==> config.mk <==
export PLATFORM = sky130hd
export DESIGN_NAME = cfr_cmd
export DESIGN_NICKNAME = d
export VERILOG_FILES = /design/src/pkg/cfr_pkg.sv /design/src/rtl/cfr_cmd.sv /design/src/rtl/cfr_skid_buf.sv
export SDC_FILE = /design/constraint.sdc
export NUM_CORES = 1
export LEC_CHECK = 0
export BUFFER_PORTS_ARGS = -buffer_cell sky130_fd_sc_hd__buf_2
export CORE_UTILIZATION = 35
export DETAILED_ROUTE_END_ITERATION = 8
export PLACE_DENSITY = 0.55
export SLEW_MARGIN = 20
export SYNTH_ARGS = -nofsm -noshare
export SYNTH_HDL_FRONTEND = slang
export SYNTH_SLANG_ARGS = --single-unit
==> constraint.sdc <==
create_clock -name sys_clk_i -period 2.9 [get_ports sys_clk_i]
set_input_delay 0.435 -clock sys_clk_i [delete_from_list [all_inputs] [get_ports sys_clk_i]]
set_output_delay 0.435 -clock sys_clk_i [all_outputs]
set_load 0.01 [all_outputs]
==> src/pkg/cfr_pkg.sv <==
// Purpose: constants, encodings and checksum steps for the calibration file read handler
// Assumes: one byte per transfer on both streams, header fields sent high byte first
// Notes:   result codes other than success are local encodings of this block
// Behaviour
// RL1 - every frame opens with the two-byte start-of-header marker at offset zero
// RL2 - byte after the marker holds protocol version three, sent and expected
// RL3 - command byte at offset three picks depth, colour or extrinsic calibration
// RL4 - host puts the 32-bit file size at offset eight
// RL5 - flag bit zero set skips the data checksum; host keeps it clear
// RL6 - header checksum covers the sixty bytes from offset two through sixty-one
// RL7 - header checksum is 16-bit CCITT, polynomial 1021, start value zero
// RL8 - data checksum is 32-bit CRC, polynomial 04C11DB7, start value all ones
// RL9 - any file bytes follow the header from offset sixty-four, unbroken
// RL10 - response echoes the received command and sub-command bytes
// RL11 - response has no payload: length and data checksum fields are zero
// RL12 - multi-byte header fields travel most significant byte first
// RL13 - bad marker, version or header checksum gives a failing status and no action
package cfr_pkg;

    localparam logic [15:0] PREAMBLE      = 16'ha1ec;
    localparam logic [7:0]  PROTO_VERSION = 8'h03;
    localparam logic [7:0]  CMD_DEPTH_CAL = 8'h8d;
    localparam logic [7:0]  CMD_COLOR_CAL = 8'h8e;
    localparam logic [7:0]  CMD_EXTR_CAL  = 8'h8f;

    // header byte offsets
    localparam logic [5:0] OFS_PRE_HI   = 6'h00;
    localparam logic [5:0] OFS_PRE_LO   = 6'h01;
    localparam logic [5:0] OFS_VERSION  = 6'h02;
    localparam logic [5:0] OFS_CMD      = 6'h03;
    localparam logic [5:0] OFS_SUBCMD   = 6'h04;
    localparam logic [5:0] OFS_STATUS   = 6'h05;
    localparam logic [5:0] OFS_FLAGS_HI = 6'h06;
    localparam logic [5:0] OFS_FLAGS_LO = 6'h07;
    localparam logic [5:0] OFS_LEN_FRST = 6'h08;
    localparam logic [5:0] OFS_LEN_LAST = 6'h0b;
    localparam logic [5:0] OFS_PCS_FRST = 6'h3a;
    localparam logic [5:0] OFS_CRC_FRST = 6'h02;
    localparam logic [5:0] OFS_CRC_LAST = 6'h3d;
    localparam logic [5:0] OFS_HCS_HI   = 6'h3e;
    localparam logic [5:0] OFS_HCS_LO   = 6'h3f;

    localparam int unsigned FLAG_SKIP_PCS = 0;

    localparam logic [15:0] CRC16_POLY = 16'h1021;
    localparam logic [15:0] CRC16_INIT = 16'h0000;
    localparam logic [31:0] CRC32_POLY = 32'h04c11db7;
    localparam logic [31:0] CRC32_INIT = 32'hffffffff;

    // result codes
    localparam logic [7:0] RES_OK         = 8'h00;
    localparam logic [7:0] RES_BAD_HCS    = 8'h01;
    localparam logic [7:0] RES_BAD_PRE    = 8'h02;
    localparam logic [7:0] RES_BAD_VER    = 8'h03;
    localparam logic [7:0] RES_BAD_CMD    = 8'h04;
    localparam logic [7:0] RES_BAD_PCS    = 8'h05;

    localparam logic [1:0] SEL_DEPTH = 2'h0;
    localparam logic [1:0] SEL_COLOR = 2'h1;
    localparam logic [1:0] SEL_EXTR  = 2'h2;

    localparam int unsigned BUF_WIDTH = 8;

    typedef enum logic [2:0] {
        ST_RX_HDR,
        ST_HDR_CHK,
        ST_RX_DATA,
        ST_DECIDE,
        ST_TX_RESP
    } cfr_state_t;

    // one byte through the ccitt register, msb first
    function automatic logic [15:0] crc16_byte(input logic [15:0] crc, input logic [7:0] b);
        logic [15:0] c;
        c = crc ^ {b, 8'h00};
        for (int i = 0; i < 8; i++)
        begin
            c = c[15] ? ((c << 1) ^ CRC16_POLY) : (c << 1);
        end
        return c;
    endfunction

    // one byte through the 32-bit register, msb first, no reflection
    function automatic logic [31:0] crc32_byte(input logic [31:0] crc, input logic [7:0] b);
        logic [31:0] c;
        c = crc ^ {b, 24'h000000};
        for (int i = 0; i < 8; i++)
        begin
            c = c[31] ? ((c << 1) ^ CRC32_POLY) : (c << 1);
        end
        return c;
    endfunction

endpackage

==> src/rtl/cfr_cmd.sv <==
// Purpose: takes a calibration file read command frame, checks it, sends the response header
// Assumes: rx bytes come from logic on sys_clk_i, one byte per accepted beat
// Notes:   the storage read itself sits elsewhere; this block only raises a request pulse
module cfr_cmd (
    // clock and reset
    input  wire logic        sys_clk_i,
    input  wire logic        resetn_i,
    // command byte stream in
    input  wire logic [7:0]  rx_data_i,
    input  wire logic        rx_valid_i,
    output logic             rx_ready_o,
    // response byte stream out
    output logic [7:0]       tx_data_o,
    output logic             tx_valid_o,
    input  wire logic        tx_ready_i,
    // request to the storage side
    output logic             file_req_o,
    output logic [1:0]       file_sel_o,
    output logic [31:0]      file_len_o,
    output logic [7:0]       status_o
);

    cfr_pkg::cfr_state_t state_q;
    cfr_pkg::cfr_state_t state_d;

    logic        rx_ready_q;
    logic        rx_take;
    logic [5:0]  idx_q;
    logic [15:0] pre_q;
    logic [7:0]  ver_q;
    logic [7:0]  cmd_q;
    logic [7:0]  sub_q;
    logic [15:0] flags_q;
    logic [31:0] len_q;
    logic [31:0] pcs_q;
    logic [15:0] hcs_q;
    logic [15:0] crc16_q;
    logic [31:0] crc32_q;
    logic [31:0] data_cnt_q;
    logic        hdr_good;
    logic [7:0]  status_q;
    logic        file_req_q;
    logic [1:0]  file_sel_q;
    logic [31:0] file_len_q;

    logic [5:0]  tx_idx_q;
    logic [15:0] tx_crc_q;
    logic [7:0]  tx_byte;
    logic        tx_push;
    logic        buf_ready;

    logic        cmd_known;

    assign rx_take   = rx_valid_i && rx_ready_q;
    assign cmd_known = (cmd_q == cfr_pkg::CMD_DEPTH_CAL) || (cmd_q == cfr_pkg::CMD_COLOR_CAL)
                       || (cmd_q == cfr_pkg::CMD_EXTR_CAL);  // see RL3
    assign tx_push   = (state_q == cfr_pkg::ST_TX_RESP) && buf_ready;
    assign hdr_good  = (crc16_q == hcs_q) && (pre_q == cfr_pkg::PREAMBLE)
                       && (ver_q == cfr_pkg::PROTO_VERSION);  // see RL13

    // sequencing
    always_comb
    begin
        state_d = state_q;
        case (state_q)
            cfr_pkg::ST_RX_HDR:
            begin
                if (rx_take && (idx_q == cfr_pkg::OFS_HCS_LO))
                    state_d = cfr_pkg::ST_HDR_CHK;
            end
            cfr_pkg::ST_HDR_CHK:
            begin
                // an untrusted header gives an untrusted length, so no data is consumed
                if (hdr_good && (len_q != 32'h00000000))
                    state_d = cfr_pkg::ST_RX_DATA;  // see RL9
                else
                    state_d = cfr_pkg::ST_DECIDE;
            end
            cfr_pkg::ST_RX_DATA:
            begin
                if (rx_take && (data_cnt_q == len_q - 32'h00000001))
                    state_d = cfr_pkg::ST_DECIDE;
            end
            cfr_pkg::ST_DECIDE:
            begin
                state_d = cfr_pkg::ST_TX_RESP;
            end
            cfr_pkg::ST_TX_RESP:
            begin
                if (tx_push && (tx_idx_q == cfr_pkg::OFS_HCS_LO))
                    state_d = cfr_pkg::ST_RX_HDR;
            end
            default:
            begin
                state_d = cfr_pkg::ST_RX_HDR;
            end
        endcase
    end

    always_ff @(posedge sys_clk_i or negedge resetn_i)
    begin
        if (!resetn_i)
        begin
            state_q    <= cfr_pkg::ST_RX_HDR;
            rx_ready_q <= 1'b0;
        end
        else
        begin
            state_q    <= state_d;
            rx_ready_q <= (state_d == cfr_pkg::ST_RX_HDR) || (state_d == cfr_pkg::ST_RX_DATA);
        end
    end

    // header capture, high byte first for every wide field
    always_ff @(posedge sys_clk_i or negedge resetn_i)
    begin
        if (!resetn_i)
        begin
            idx_q   <= 6'h00;
            pre_q   <= 16'h0000;
            ver_q   <= 8'h00;
            cmd_q   <= 8'h00;
            sub_q   <= 8'h00;
            flags_q <= 16'h0000;
            len_q   <= 32'h00000000;
            pcs_q   <= 32'h00000000;
            hcs_q   <= 16'h0000;
        end
        else if (rx_take && (state_q == cfr_pkg::ST_RX_HDR))
        begin
            idx_q <= idx_q + 6'h01;
            if (idx_q <= cfr_pkg::OFS_PRE_LO)
                pre_q <= {pre_q[7:0], rx_data_i};  // see RL1, RL12
            if (idx_q == cfr_pkg::OFS_VERSION)
                ver_q <= rx_data_i;
            if (idx_q == cfr_pkg::OFS_CMD)
                cmd_q <= rx_data_i;
            if (idx_q == cfr_pkg::OFS_SUBCMD)
                sub_q <= rx_data_i;
            if ((idx_q == cfr_pkg::OFS_FLAGS_HI) || (idx_q == cfr_pkg::OFS_FLAGS_LO))
                flags_q <= {flags_q[7:0], rx_data_i};
            if ((idx_q >= cfr_pkg::OFS_LEN_FRST) && (idx_q <= cfr_pkg::OFS_LEN_LAST))
                len_q <= {len_q[23:0], rx_data_i};  // see RL4, RL12
            if ((idx_q >= cfr_pkg::OFS_PCS_FRST) && (idx_q <= cfr_pkg::OFS_CRC_LAST))
                pcs_q <= {pcs_q[23:0], rx_data_i};
            if (idx_q >= cfr_pkg::OFS_HCS_HI)
                hcs_q <= {hcs_q[7:0], rx_data_i};
        end
    end

    // header checksum over offsets two to sixty-one
    always_ff @(posedge sys_clk_i or negedge resetn_i)
    begin
        if (!resetn_i)
        begin
            crc16_q <= cfr_pkg::CRC16_INIT;
        end
        else if (state_q == cfr_pkg::ST_RX_HDR)
        begin
            if (rx_take && (idx_q == cfr_pkg::OFS_PRE_HI))
            begin
                crc16_q <= cfr_pkg::CRC16_INIT;  // see RL7
            end
            else if (rx_take && (idx_q >= cfr_pkg::OFS_CRC_FRST)
                     && (idx_q <= cfr_pkg::OFS_CRC_LAST))
            begin
                crc16_q <= cfr_pkg::crc16_byte(crc16_q, rx_data_i);  // see RL6, RL7
            end
        end
    end

    // payload bytes and their checksum
    always_ff @(posedge sys_clk_i or negedge resetn_i)
    begin
        if (!resetn_i)
        begin
            crc32_q    <= cfr_pkg::CRC32_INIT;
            data_cnt_q <= 32'h00000000;
        end
        else if (state_q == cfr_pkg::ST_HDR_CHK)
        begin
            crc32_q    <= cfr_pkg::CRC32_INIT;  // see RL8
            data_cnt_q <= 32'h00000000;
        end
        else if (rx_take && (state_q == cfr_pkg::ST_RX_DATA))
        begin
            crc32_q    <= cfr_pkg::crc32_byte(crc32_q, rx_data_i);  // see RL8
            data_cnt_q <= data_cnt_q + 32'h00000001;
        end
    end

    // verdict; a failing frame never reaches the storage side
    always_ff @(posedge sys_clk_i or negedge resetn_i)
    begin
        if (!resetn_i)
        begin
            status_q   <= cfr_pkg::RES_OK;
            file_req_q <= 1'b0;
            file_sel_q <= cfr_pkg::SEL_DEPTH;
            file_len_q <= 32'h00000000;
        end
        else
        begin
            file_req_q <= 1'b0;
            if (state_q == cfr_pkg::ST_DECIDE)
            begin
                if (crc16_q != hcs_q)
                    status_q <= cfr_pkg::RES_BAD_HCS;  // see RL13
                else if (pre_q != cfr_pkg::PREAMBLE)
                    status_q <= cfr_pkg::RES_BAD_PRE;  // see RL1, RL13
                else if (ver_q != cfr_pkg::PROTO_VERSION)
                    status_q <= cfr_pkg::RES_BAD_VER;  // see RL2, RL13
                else if (!cmd_known)
                    status_q <= cfr_pkg::RES_BAD_CMD;
                else if (!flags_q[cfr_pkg::FLAG_SKIP_PCS] && (len_q != 32'h00000000)
                         && (crc32_q != pcs_q))
                    status_q <= cfr_pkg::RES_BAD_PCS;  // see RL5
                else
                begin
                    status_q   <= cfr_pkg::RES_OK;
                    file_req_q <= 1'b1;
                    file_sel_q <= cmd_q[1:0] - cfr_pkg::CMD_DEPTH_CAL[1:0];  // see RL3
                    file_len_q <= len_q;
                end
            end
        end
    end

    // response header bytes
    always_comb
    begin
        tx_byte = 8'h00;  // see RL11
        case (tx_idx_q)
            cfr_pkg::OFS_PRE_HI:   tx_byte = cfr_pkg::PREAMBLE[15:8];  // see RL1, RL12
            cfr_pkg::OFS_PRE_LO:   tx_byte = cfr_pkg::PREAMBLE[7:0];
            cfr_pkg::OFS_VERSION:  tx_byte = cfr_pkg::PROTO_VERSION;  // see RL2
            cfr_pkg::OFS_CMD:      tx_byte = cmd_q;  // see RL10
            cfr_pkg::OFS_SUBCMD:   tx_byte = sub_q;  // see RL10
            cfr_pkg::OFS_STATUS:   tx_byte = status_q;
            cfr_pkg::OFS_HCS_HI:   tx_byte = tx_crc_q[15:8];  // see RL6, RL12
            cfr_pkg::OFS_HCS_LO:   tx_byte = tx_crc_q[7:0];
            default:               tx_byte = 8'h00;
        endcase
    end

    always_ff @(posedge sys_clk_i or negedge resetn_i)
    begin
        if (!resetn_i)
        begin
            tx_idx_q <= 6'h00;
            tx_crc_q <= cfr_pkg::CRC16_INIT;
        end
        else if (state_q == cfr_pkg::ST_DECIDE)
        begin
            tx_idx_q <= 6'h00;
            tx_crc_q <= cfr_pkg::CRC16_INIT;  // see RL7
        end
        else if (tx_push)
        begin
            tx_idx_q <= tx_idx_q + 6'h01;
            if ((tx_idx_q >= cfr_pkg::OFS_CRC_FRST) && (tx_idx_q <= cfr_pkg::OFS_CRC_LAST))
            begin
                tx_crc_q <= cfr_pkg::crc16_byte(tx_crc_q, tx_byte);  // see RL6, RL7
            end
        end
    end

    // the buffer lets a stalled receiver hold off the builder without losing a byte
    cfr_skid_buf u_buf (
        .sys_clk_i   (sys_clk_i),
        .resetn_i    (resetn_i),
        .in_data_i   (tx_byte),
        .in_valid_i  (state_q == cfr_pkg::ST_TX_RESP),
        .in_ready_o  (buf_ready),
        .out_data_o  (tx_data_o),
        .out_valid_o (tx_valid_o),
        .out_ready_i (tx_ready_i)
    );

    assign rx_ready_o = rx_ready_q;
    assign file_req_o = file_req_q;
    assign file_sel_o = file_sel_q;
    assign file_len_o = file_len_q;
    assign status_o   = status_q;

endmodule

==> src/rtl/cfr_skid_buf.sv <==
// Purpose: two-entry buffer between the response builder and the receiver
// Assumes: same clock on both sides
// Notes:   output data and valid come straight from registers
module cfr_skid_buf (
    // clock and reset
    input  wire logic                          sys_clk_i,
    input  wire logic                          resetn_i,
    // filling side
    input  wire logic [cfr_pkg::BUF_WIDTH-1:0] in_data_i,
    input  wire logic                          in_valid_i,
    output logic                               in_ready_o,
    // draining side
    output logic      [cfr_pkg::BUF_WIDTH-1:0] out_data_o,
    output logic                               out_valid_o,
    input  wire logic                          out_ready_i
);

    logic [cfr_pkg::BUF_WIDTH-1:0] out_data_q;
    logic                          out_valid_q;
    logic [cfr_pkg::BUF_WIDTH-1:0] skid_data_q;
    logic                          skid_valid_q;
    logic                          push;
    logic                          load;

    // the spare slot fills only while the output stalls, so ready is a plain register term
    assign in_ready_o  = !skid_valid_q;
    assign out_data_o  = out_data_q;
    assign out_valid_o = out_valid_q;
    assign push        = in_valid_i && in_ready_o;
    assign load        = !out_valid_q || out_ready_i;

    always_ff @(posedge sys_clk_i or negedge resetn_i)
    begin
        if (!resetn_i)
        begin
            out_data_q  <= '0;
            out_valid_q <= 1'b0;
        end
        else if (load)
        begin
            out_data_q  <= skid_valid_q ? skid_data_q : in_data_i;
            out_valid_q <= skid_valid_q || push;
        end
    end

    always_ff @(posedge sys_clk_i or negedge resetn_i)
    begin
        if (!resetn_i)
        begin
            skid_data_q  <= '0;
            skid_valid_q <= 1'b0;
        end
        else if (load)
        begin
            skid_valid_q <= 1'b0;
        end
        else if (push)
        begin
            skid_data_q  <= in_data_i;
            skid_valid_q <= 1'b1;
        end
    end

endmodule
* After elaboration in Yosys (flattened, before gate mapping)
Index checks and enable logic that the tools add are counted.
** Word-level totals
- RAM bits :: 0
- Bits in latches :: 0
- Word-level logic and storage cells :: 203
- Output and inout bits :: 53
- Memories :: 0
- Bits of input ports :: 12
- Register bits after elaboration :: 294
- ROM bits :: 0
** Cells by class
- $mul :: 0
- $lt $le $gt $ge :: 9
- Divide/modulo/power cells :: 0
- Eq/ne operators :: 29
- Add/subtract/negate cells :: 5
- Shift operators :: 0
- Reduce and logical (&&, ||, !) cells :: 49
- Bitwise operators :: 32
- Multiplexer cells :: 55
** Operator list (number)
- 27-bit two-way mux :: 8
- 13-bit two-way mux :: 16
- 32-bit two-way mux :: 4
- 14-bit inverter :: 8
- 16-bit two-way mux :: 5
- 8-bit case mux with 8 select lines :: 1
- 3-bit inverter :: 16
- 32-bit by 1-bit adder with 32-bit output (second input constant) :: 1
- 32-bit == test :: 1
- 32-bit != test :: 1
- 32-bit nonzero test :: 1
- 32-bit by 1-bit subtractor with 32-bit output (second input constant) :: 1
- 16-bit bitwise XOR :: 2
- 32-bit bitwise XOR :: 1
- 6-bit by 3-bit == test with 1-bit output (second input constant) :: 5
- 6-bit by 2-bit == test with 1-bit output (second input constant) :: 4
- 8-bit == test (second input constant) :: 3
- 3-bit two-way mux :: 8
- 2-bit AND reduction :: 11
- 6-bit == test (second input constant) :: 3
- 1-bit logical AND :: 18
- 16-bit == test :: 1
- 16-bit == test (second input constant) :: 1
- 16-bit != test :: 1
- other kinds (26) :: 58

* Logic depth before layout (Yosys ltp)
- Word-level depth :: 22
- Gate-level depth with buffers :: 12
- Depth with buffers taken out :: 9

* Modules after synthesis
Synthesis repeated with hierarchy kept, for this count alone.
** Second synthesis, totals
- Cells, all modules :: 1318
- Area total of the unflattened synthesis :: 14958.1 um2
** By module, submodules not included
- cfr_cmd :: area each 14108.5 um2, sequential area each 6821.5 um2, instances 1, cells an instance 1267
- cfr_skid_buf :: area each 849.6 um2, sequential area each 450.4 um2, instances 1, cells an instance 51

* Worst setup path before layout
Ideal clock, no wire load.
- Kind :: register to register
- Start point :: reg len_q[0]
- End point :: reg file_len_q[10] (netlist: file_len_o[10])
- Data arrival time :: 2.925 ns
- Data required time :: 2.775 ns
- Setup time :: 0.125 ns
- Buffers on the path :: 3
- Stages on the path, launching flop included :: 13
- Slack :: -0.150 ns
- Clock period less this slack :: 3.050 ns
- Cells stage by stage :: dfrtp_1 -> clkbuf_1 -> inv_1 -> ha_1 -> or3b_2 -> nor2_1 -> nand3_1 -> nor3_1 -> o31a_1 -> and4_1 -> buf_2 -> buf_4 -> mux2_2
** Between the ends
- Longest elaborated chain between the ends :: 5
** RTL lines
- start, declared :: line cfr_cmd.sv:34 : logic [31:0] len_q;
- start signal, assigned :: line cfr_cmd.sv:143 : len_q <= {len_q[23:0], rx_data_i};
- 32-bit nonzero test :: line cfr_cmd.sv:215 : else if (!flags_q[cfr_pkg::FLAG_SKIP_PCS] && (len_q != 32'h00000000)
- 1-bit logical AND :: line cfr_cmd.sv:215
- 1-bit logical AND :: line cfr_cmd.sv:216 : && (crc32_q != pcs_q))
- 1-bit inverter (no source line)
- 6-bit AND reduction (no source line)
- end signal, assigned :: line cfr_cmd.sv:223 : file_len_q <= len_q;
- end, declared :: line cfr_cmd.sv:44 : logic [31:0] file_len_q;
No other way between the ends.
A chain may end at the register's enable or synchronous reset.

* Worst setup path after layout
- Start point :: reg len_q[8]
- End point :: reg rx_ready_q (netlist: rx_ready_o)
** Between the ends
- Longest elaborated chain between the ends :: 7
- Elaborated cells between the ends (all ways) :: 11
- Those cells by class :: add/sub: 1; eq/ne: 2; mux: 3; reduce/logical: 5
** RTL lines
- 32-bit by 1-bit subtractor with 32-bit output :: line cfr_cmd.sv:81 : if (rx_take && (data_cnt_q == len_q - 32'h00000001))
- 32-bit == test :: line cfr_cmd.sv:81
- 1-bit logical AND :: line cfr_cmd.sv:81
- 3-bit two-way mux :: line cfr_cmd.sv:81
- 3-bit case mux with 5 select lines (*) :: line cfr_cmd.sv:65 : case (state_q)
- 3-bit by 2-bit == test with 1-bit output or 3-bit logical NOT (tied branches) :: line cfr_cmd.sv:110 : rx_ready_q <= (state_d == cfr_pkg::ST_RX_HDR) || (state_d == cfr_pkg::ST_RX_DATA);
- 1-bit logical OR (*) :: line cfr_cmd.sv:110
- end signal, assigned :: line cfr_cmd.sv:110
- end, declared :: line cfr_cmd.sv:26 : logic rx_ready_q;
Mark *: on every way between the ends. The rest lies on a longest branch, timed or not.

==> results.md <==
- Status: complete, but fails checks
- Failing checks: setup timing
- Min Tclk post-route: roughly 2900 ps
- Slew Viols, Final: 0
- Pwr Total: between 15 and 20 mW
- Critical Setup Path Class: flop to flop
- CTS tree: done
- DR DRC count: 0
- Number of cell rows: 75
- Inserted Diodes: 0
- Flop and latch count out of synthesis: around 290
- Post-synthesis cell area: roughly 15000 sq um
- Crit. End Element: flop
- Fmax achieved: around 0.34 GHz
- Final ANT Viol Nets: 0
- Placed insts: a little under 2000
- Final hold viol count: 0
- Sequential share of the synthesized area: roughly half
- Hold slack: around 340 ps
- Vias in the first global route: ~11000
- Delay-heaviest family, CP: simple AND/OR/NAND/NOR gates
- Crit path launch type: flop
- WL final: roughly 37000 um
- Syn Inst Count: approximately 1300
- CTS sink cnt: ~290
- Pwr dens: approximately 1000 nW/um^2
- Register-to-Register Path Depth: 7
- Hold path cells: 3
- Starting density of the core: between 30% and 40%
- CP Depth: 7
- Worst setup margin: -17.05 ps
- Worst-margin pin slew: 970.7 ps
- Vias: approximately 10000
- Num CTS Buffers: 35
- Routed wire per std cell: 18.39 um
- Worst-path fanout max: 5
- Cell Chain, Critical Path: or4_4, or4_4, or4_4, a21oi_2, o22ai_1, or4_4, nor2b_4
- RSZ-0062 raised after global routing: true
- Leak Pwr: 8.108 nW
- P&R area growth vs syn: 19.01%
- Fin util: between 40% and 50%
- Max_slew headroom: 35.09%
- Hold Crit Class: primary input to flop
- Crit path required time: 3330 ps
- Drt pass-1 iters: 5
- Post-synth cell types: 70
- Max clock buf depth: 3
- Worst VDD drop: around 0.69 mV
- Mean area per synthesized cell: 11.13 sq um
- Setup-failing EPs final: 1
- Worst stage delay on the critical path: approximately 550 ps
- Most used cell along the critical path: or4_4
- Fin cells: approximately 2000
- DIE AREA: roughly 43000 sq um
- GRT Total Usage: 17.72%
- Clock Skew: around 23 ps
- RD Place Congestion: around 0.90
- CP max stage cell: or4_4
- Final #Nets: 1475
- Die W: around 210 um
- Die Y: ~210 um
- Largest net degree at the start of global routing: 69
- Number of vias per cell: about 5.2
- Port buffer count: 59
- Layout cell share with drive strength beyond 1: 29.58%
- Synth Warn #: 0
- Iter 0 DRT Violations: 548
- Buffers & Inverters on Critical Path: 0
- Grt ovf: 0
- Clk_lat worst skew: ~540 ps
- Asr flop ratio synth: between 90% and 100%
- Hpwl dp: approximately 26000 um
- Post-synth EDFFs: 0
- Root Driver: clkbuf_16
- H-tree depth: 2
- Ports: 65
- Synth Flop Type: dfrtp_1
- Clock transition at path regs: roughly 60 ps
- CORE AREA: 41950 sq um
- First-pass GRT wire length: slightly above 60000 um
- Final worst path period share: 100.6%
- Initial antenna violation count: 0
- Critical path arrival: ~3400 ps
- Max Cap Viol: 0
-- power breakdown --
group / internal, mW / total (mW) / switching, mW
Clock: 3.00 / 4.75 / 1.76
Sequential: 5.23 / 6.24 / 1.02
Combinational: 3.39 / 7.06 / 3.67
Total: 11.6 / 18.1 / 6.44
-- through the flow --
stage | area, sq um | TNS [ps] | worst slack (ps)
floorplan | 14920 | -2455 | -93.79
global placement | 16370 | -89.97 | -89.97
detailed placement | 16370 | -2218 | -88.70
CTS | 17670 | -16.47 | -16.47
global route | 17730 | -277.7 | -70.69
finish | 17730 | -17.05 | -17.05
-- logic make-up (layout without fill, tap and decap cells) --
family / count (synthesis) / in the layout / share of synthesized area, %
flops: 289 / 289 / 48.82
fa+ha+maj: 15 / 15 / 1.260
buf+inv: 108 / 240 / 3.032
mux: 163 / 163 / 12.25
other cells: 1 / 5 / 0.02518
simple gates: 367 / 367 / 13.32
compound gates: 157 / 157 / 7.022
xor+xnor: 238 / 238 / 14.27
-- what timing repair did --
| item | in CTS | in global routing |
|---|---|---|
| endpoints found under the hold margin | 55 | 0 |
| endpoints found under the setup margin | 35 | 38 |
| resized for setup | 7 | 11 |
| setup buffers | 0 | 1 |
| gates cloned | 0 | 0 |
| hold buffers | 1 | 0 |
| pin swaps | 3 | 5 |
-- layout by cell type, fill, tap and decap left out, drive strengths merged, types with 15 or more instances in the layout --
cell type  Yosys  layout
nor3          49      49
xor2         104     104
clkbuf        67      46
ha            15      15
nand4         28      28
a21oi         47      47
o21ai         36      36
and3          19      19
buf           20     155
nand2         52      52
nand3         56      56
dfstp         32      32
xnor2        131     131
a22o          18      18
nor2          69      69
inv           21      23
dfrtp        257     257
mux2         154     154
nor4          25      25
-- routing by layer --
layer	part of all wire, %	vias to the layer above	GRT usage (%)
met2	47	186	28.68
li1	-	4962	-
met1	48	5224	24.44
met3	3.2	53	2.943
met4	2.1	0	4.879
met5	0	-	0
-- worst reg2reg max path, delay by kind of cell (launching register included) --
family | cells | cell delay [ps]
flops | 1 | 370
compound gates | 2 | 240
simple gates | 5 | 2190
-- synth_stat cells (all sizes together), types with 21 or more instances --
| cell type | instances | area share, % |
|---|---|---|
| nand4 | 28 | 1.2 |
| mux2 | 154 | 12 |
| clkbuf | 67 | 1.7 |
| nor4 | 25 | 1.1 |
| nor2 | 69 | 1.7 |
| nand2 | 52 | 1.3 |
| inv | 21 | 0.53 |
| o21ai | 36 | 1.2 |
| xnor2 | 131 | 7.7 |
| xor2 | 104 | 6.1 |
| dfstp | 32 | 5.6 |
| nor3 | 49 | 1.6 |
| nand3 | 56 | 1.9 |
| a21oi | 47 | 1.6 |
| dfrtp | 257 | 43 |
-- path summary, 6_finish.rpt --
kind | endpoint | start | slack (ps)
setup / recovery | rx_ready_o$_DFF_PN0_ | len_q[8]$_DFFE_PN0P_ | -20
hold / removal | len_q[0]$_DFFE_PN0P_ | rx_data_i[0] | 340
setup reg to reg | rx_ready_o$_DFF_PN0_ | len_q[8]$_DFFE_PN0P_ | -20
hold reg to reg | u_buf.skid_data_q[3]$_DFFE_PN0P_ | u_buf.skid_data_q[3]$_DFFE_PN0P_ | 480
max in group asynchronous | crc32_q[14]$_DFFE_PN1P_ | resetn_i | 1590
min in group asynchronous | data_cnt_q[15]$_DFFE_PN0P_ | resetn_i | 430
-- state kept, by name, indices dropped and copies added (netlist names), 16 cells and up --
name,count
crc16_q,16
crc32_q,32
data_cnt_q,32
file_len_o,32
hcs_q,16
len_q,32
pcs_q,32
pre_q,16
tx_crc_q,16
-- layout make-up --
cell class / instances / area (sq um)
clock buffers: 46 / 1010
clock inverters: 17 / 251.5
fillers: 3970 / 24220
inverters: 21 / 78.83
multi-input cells: 945 / 7317
flip-flops and latches: 289 / 7272
well taps: 539 / 674.4
repair buffers: 156 / 1124
Note: power is estimated with default switching activity, not from simulation.
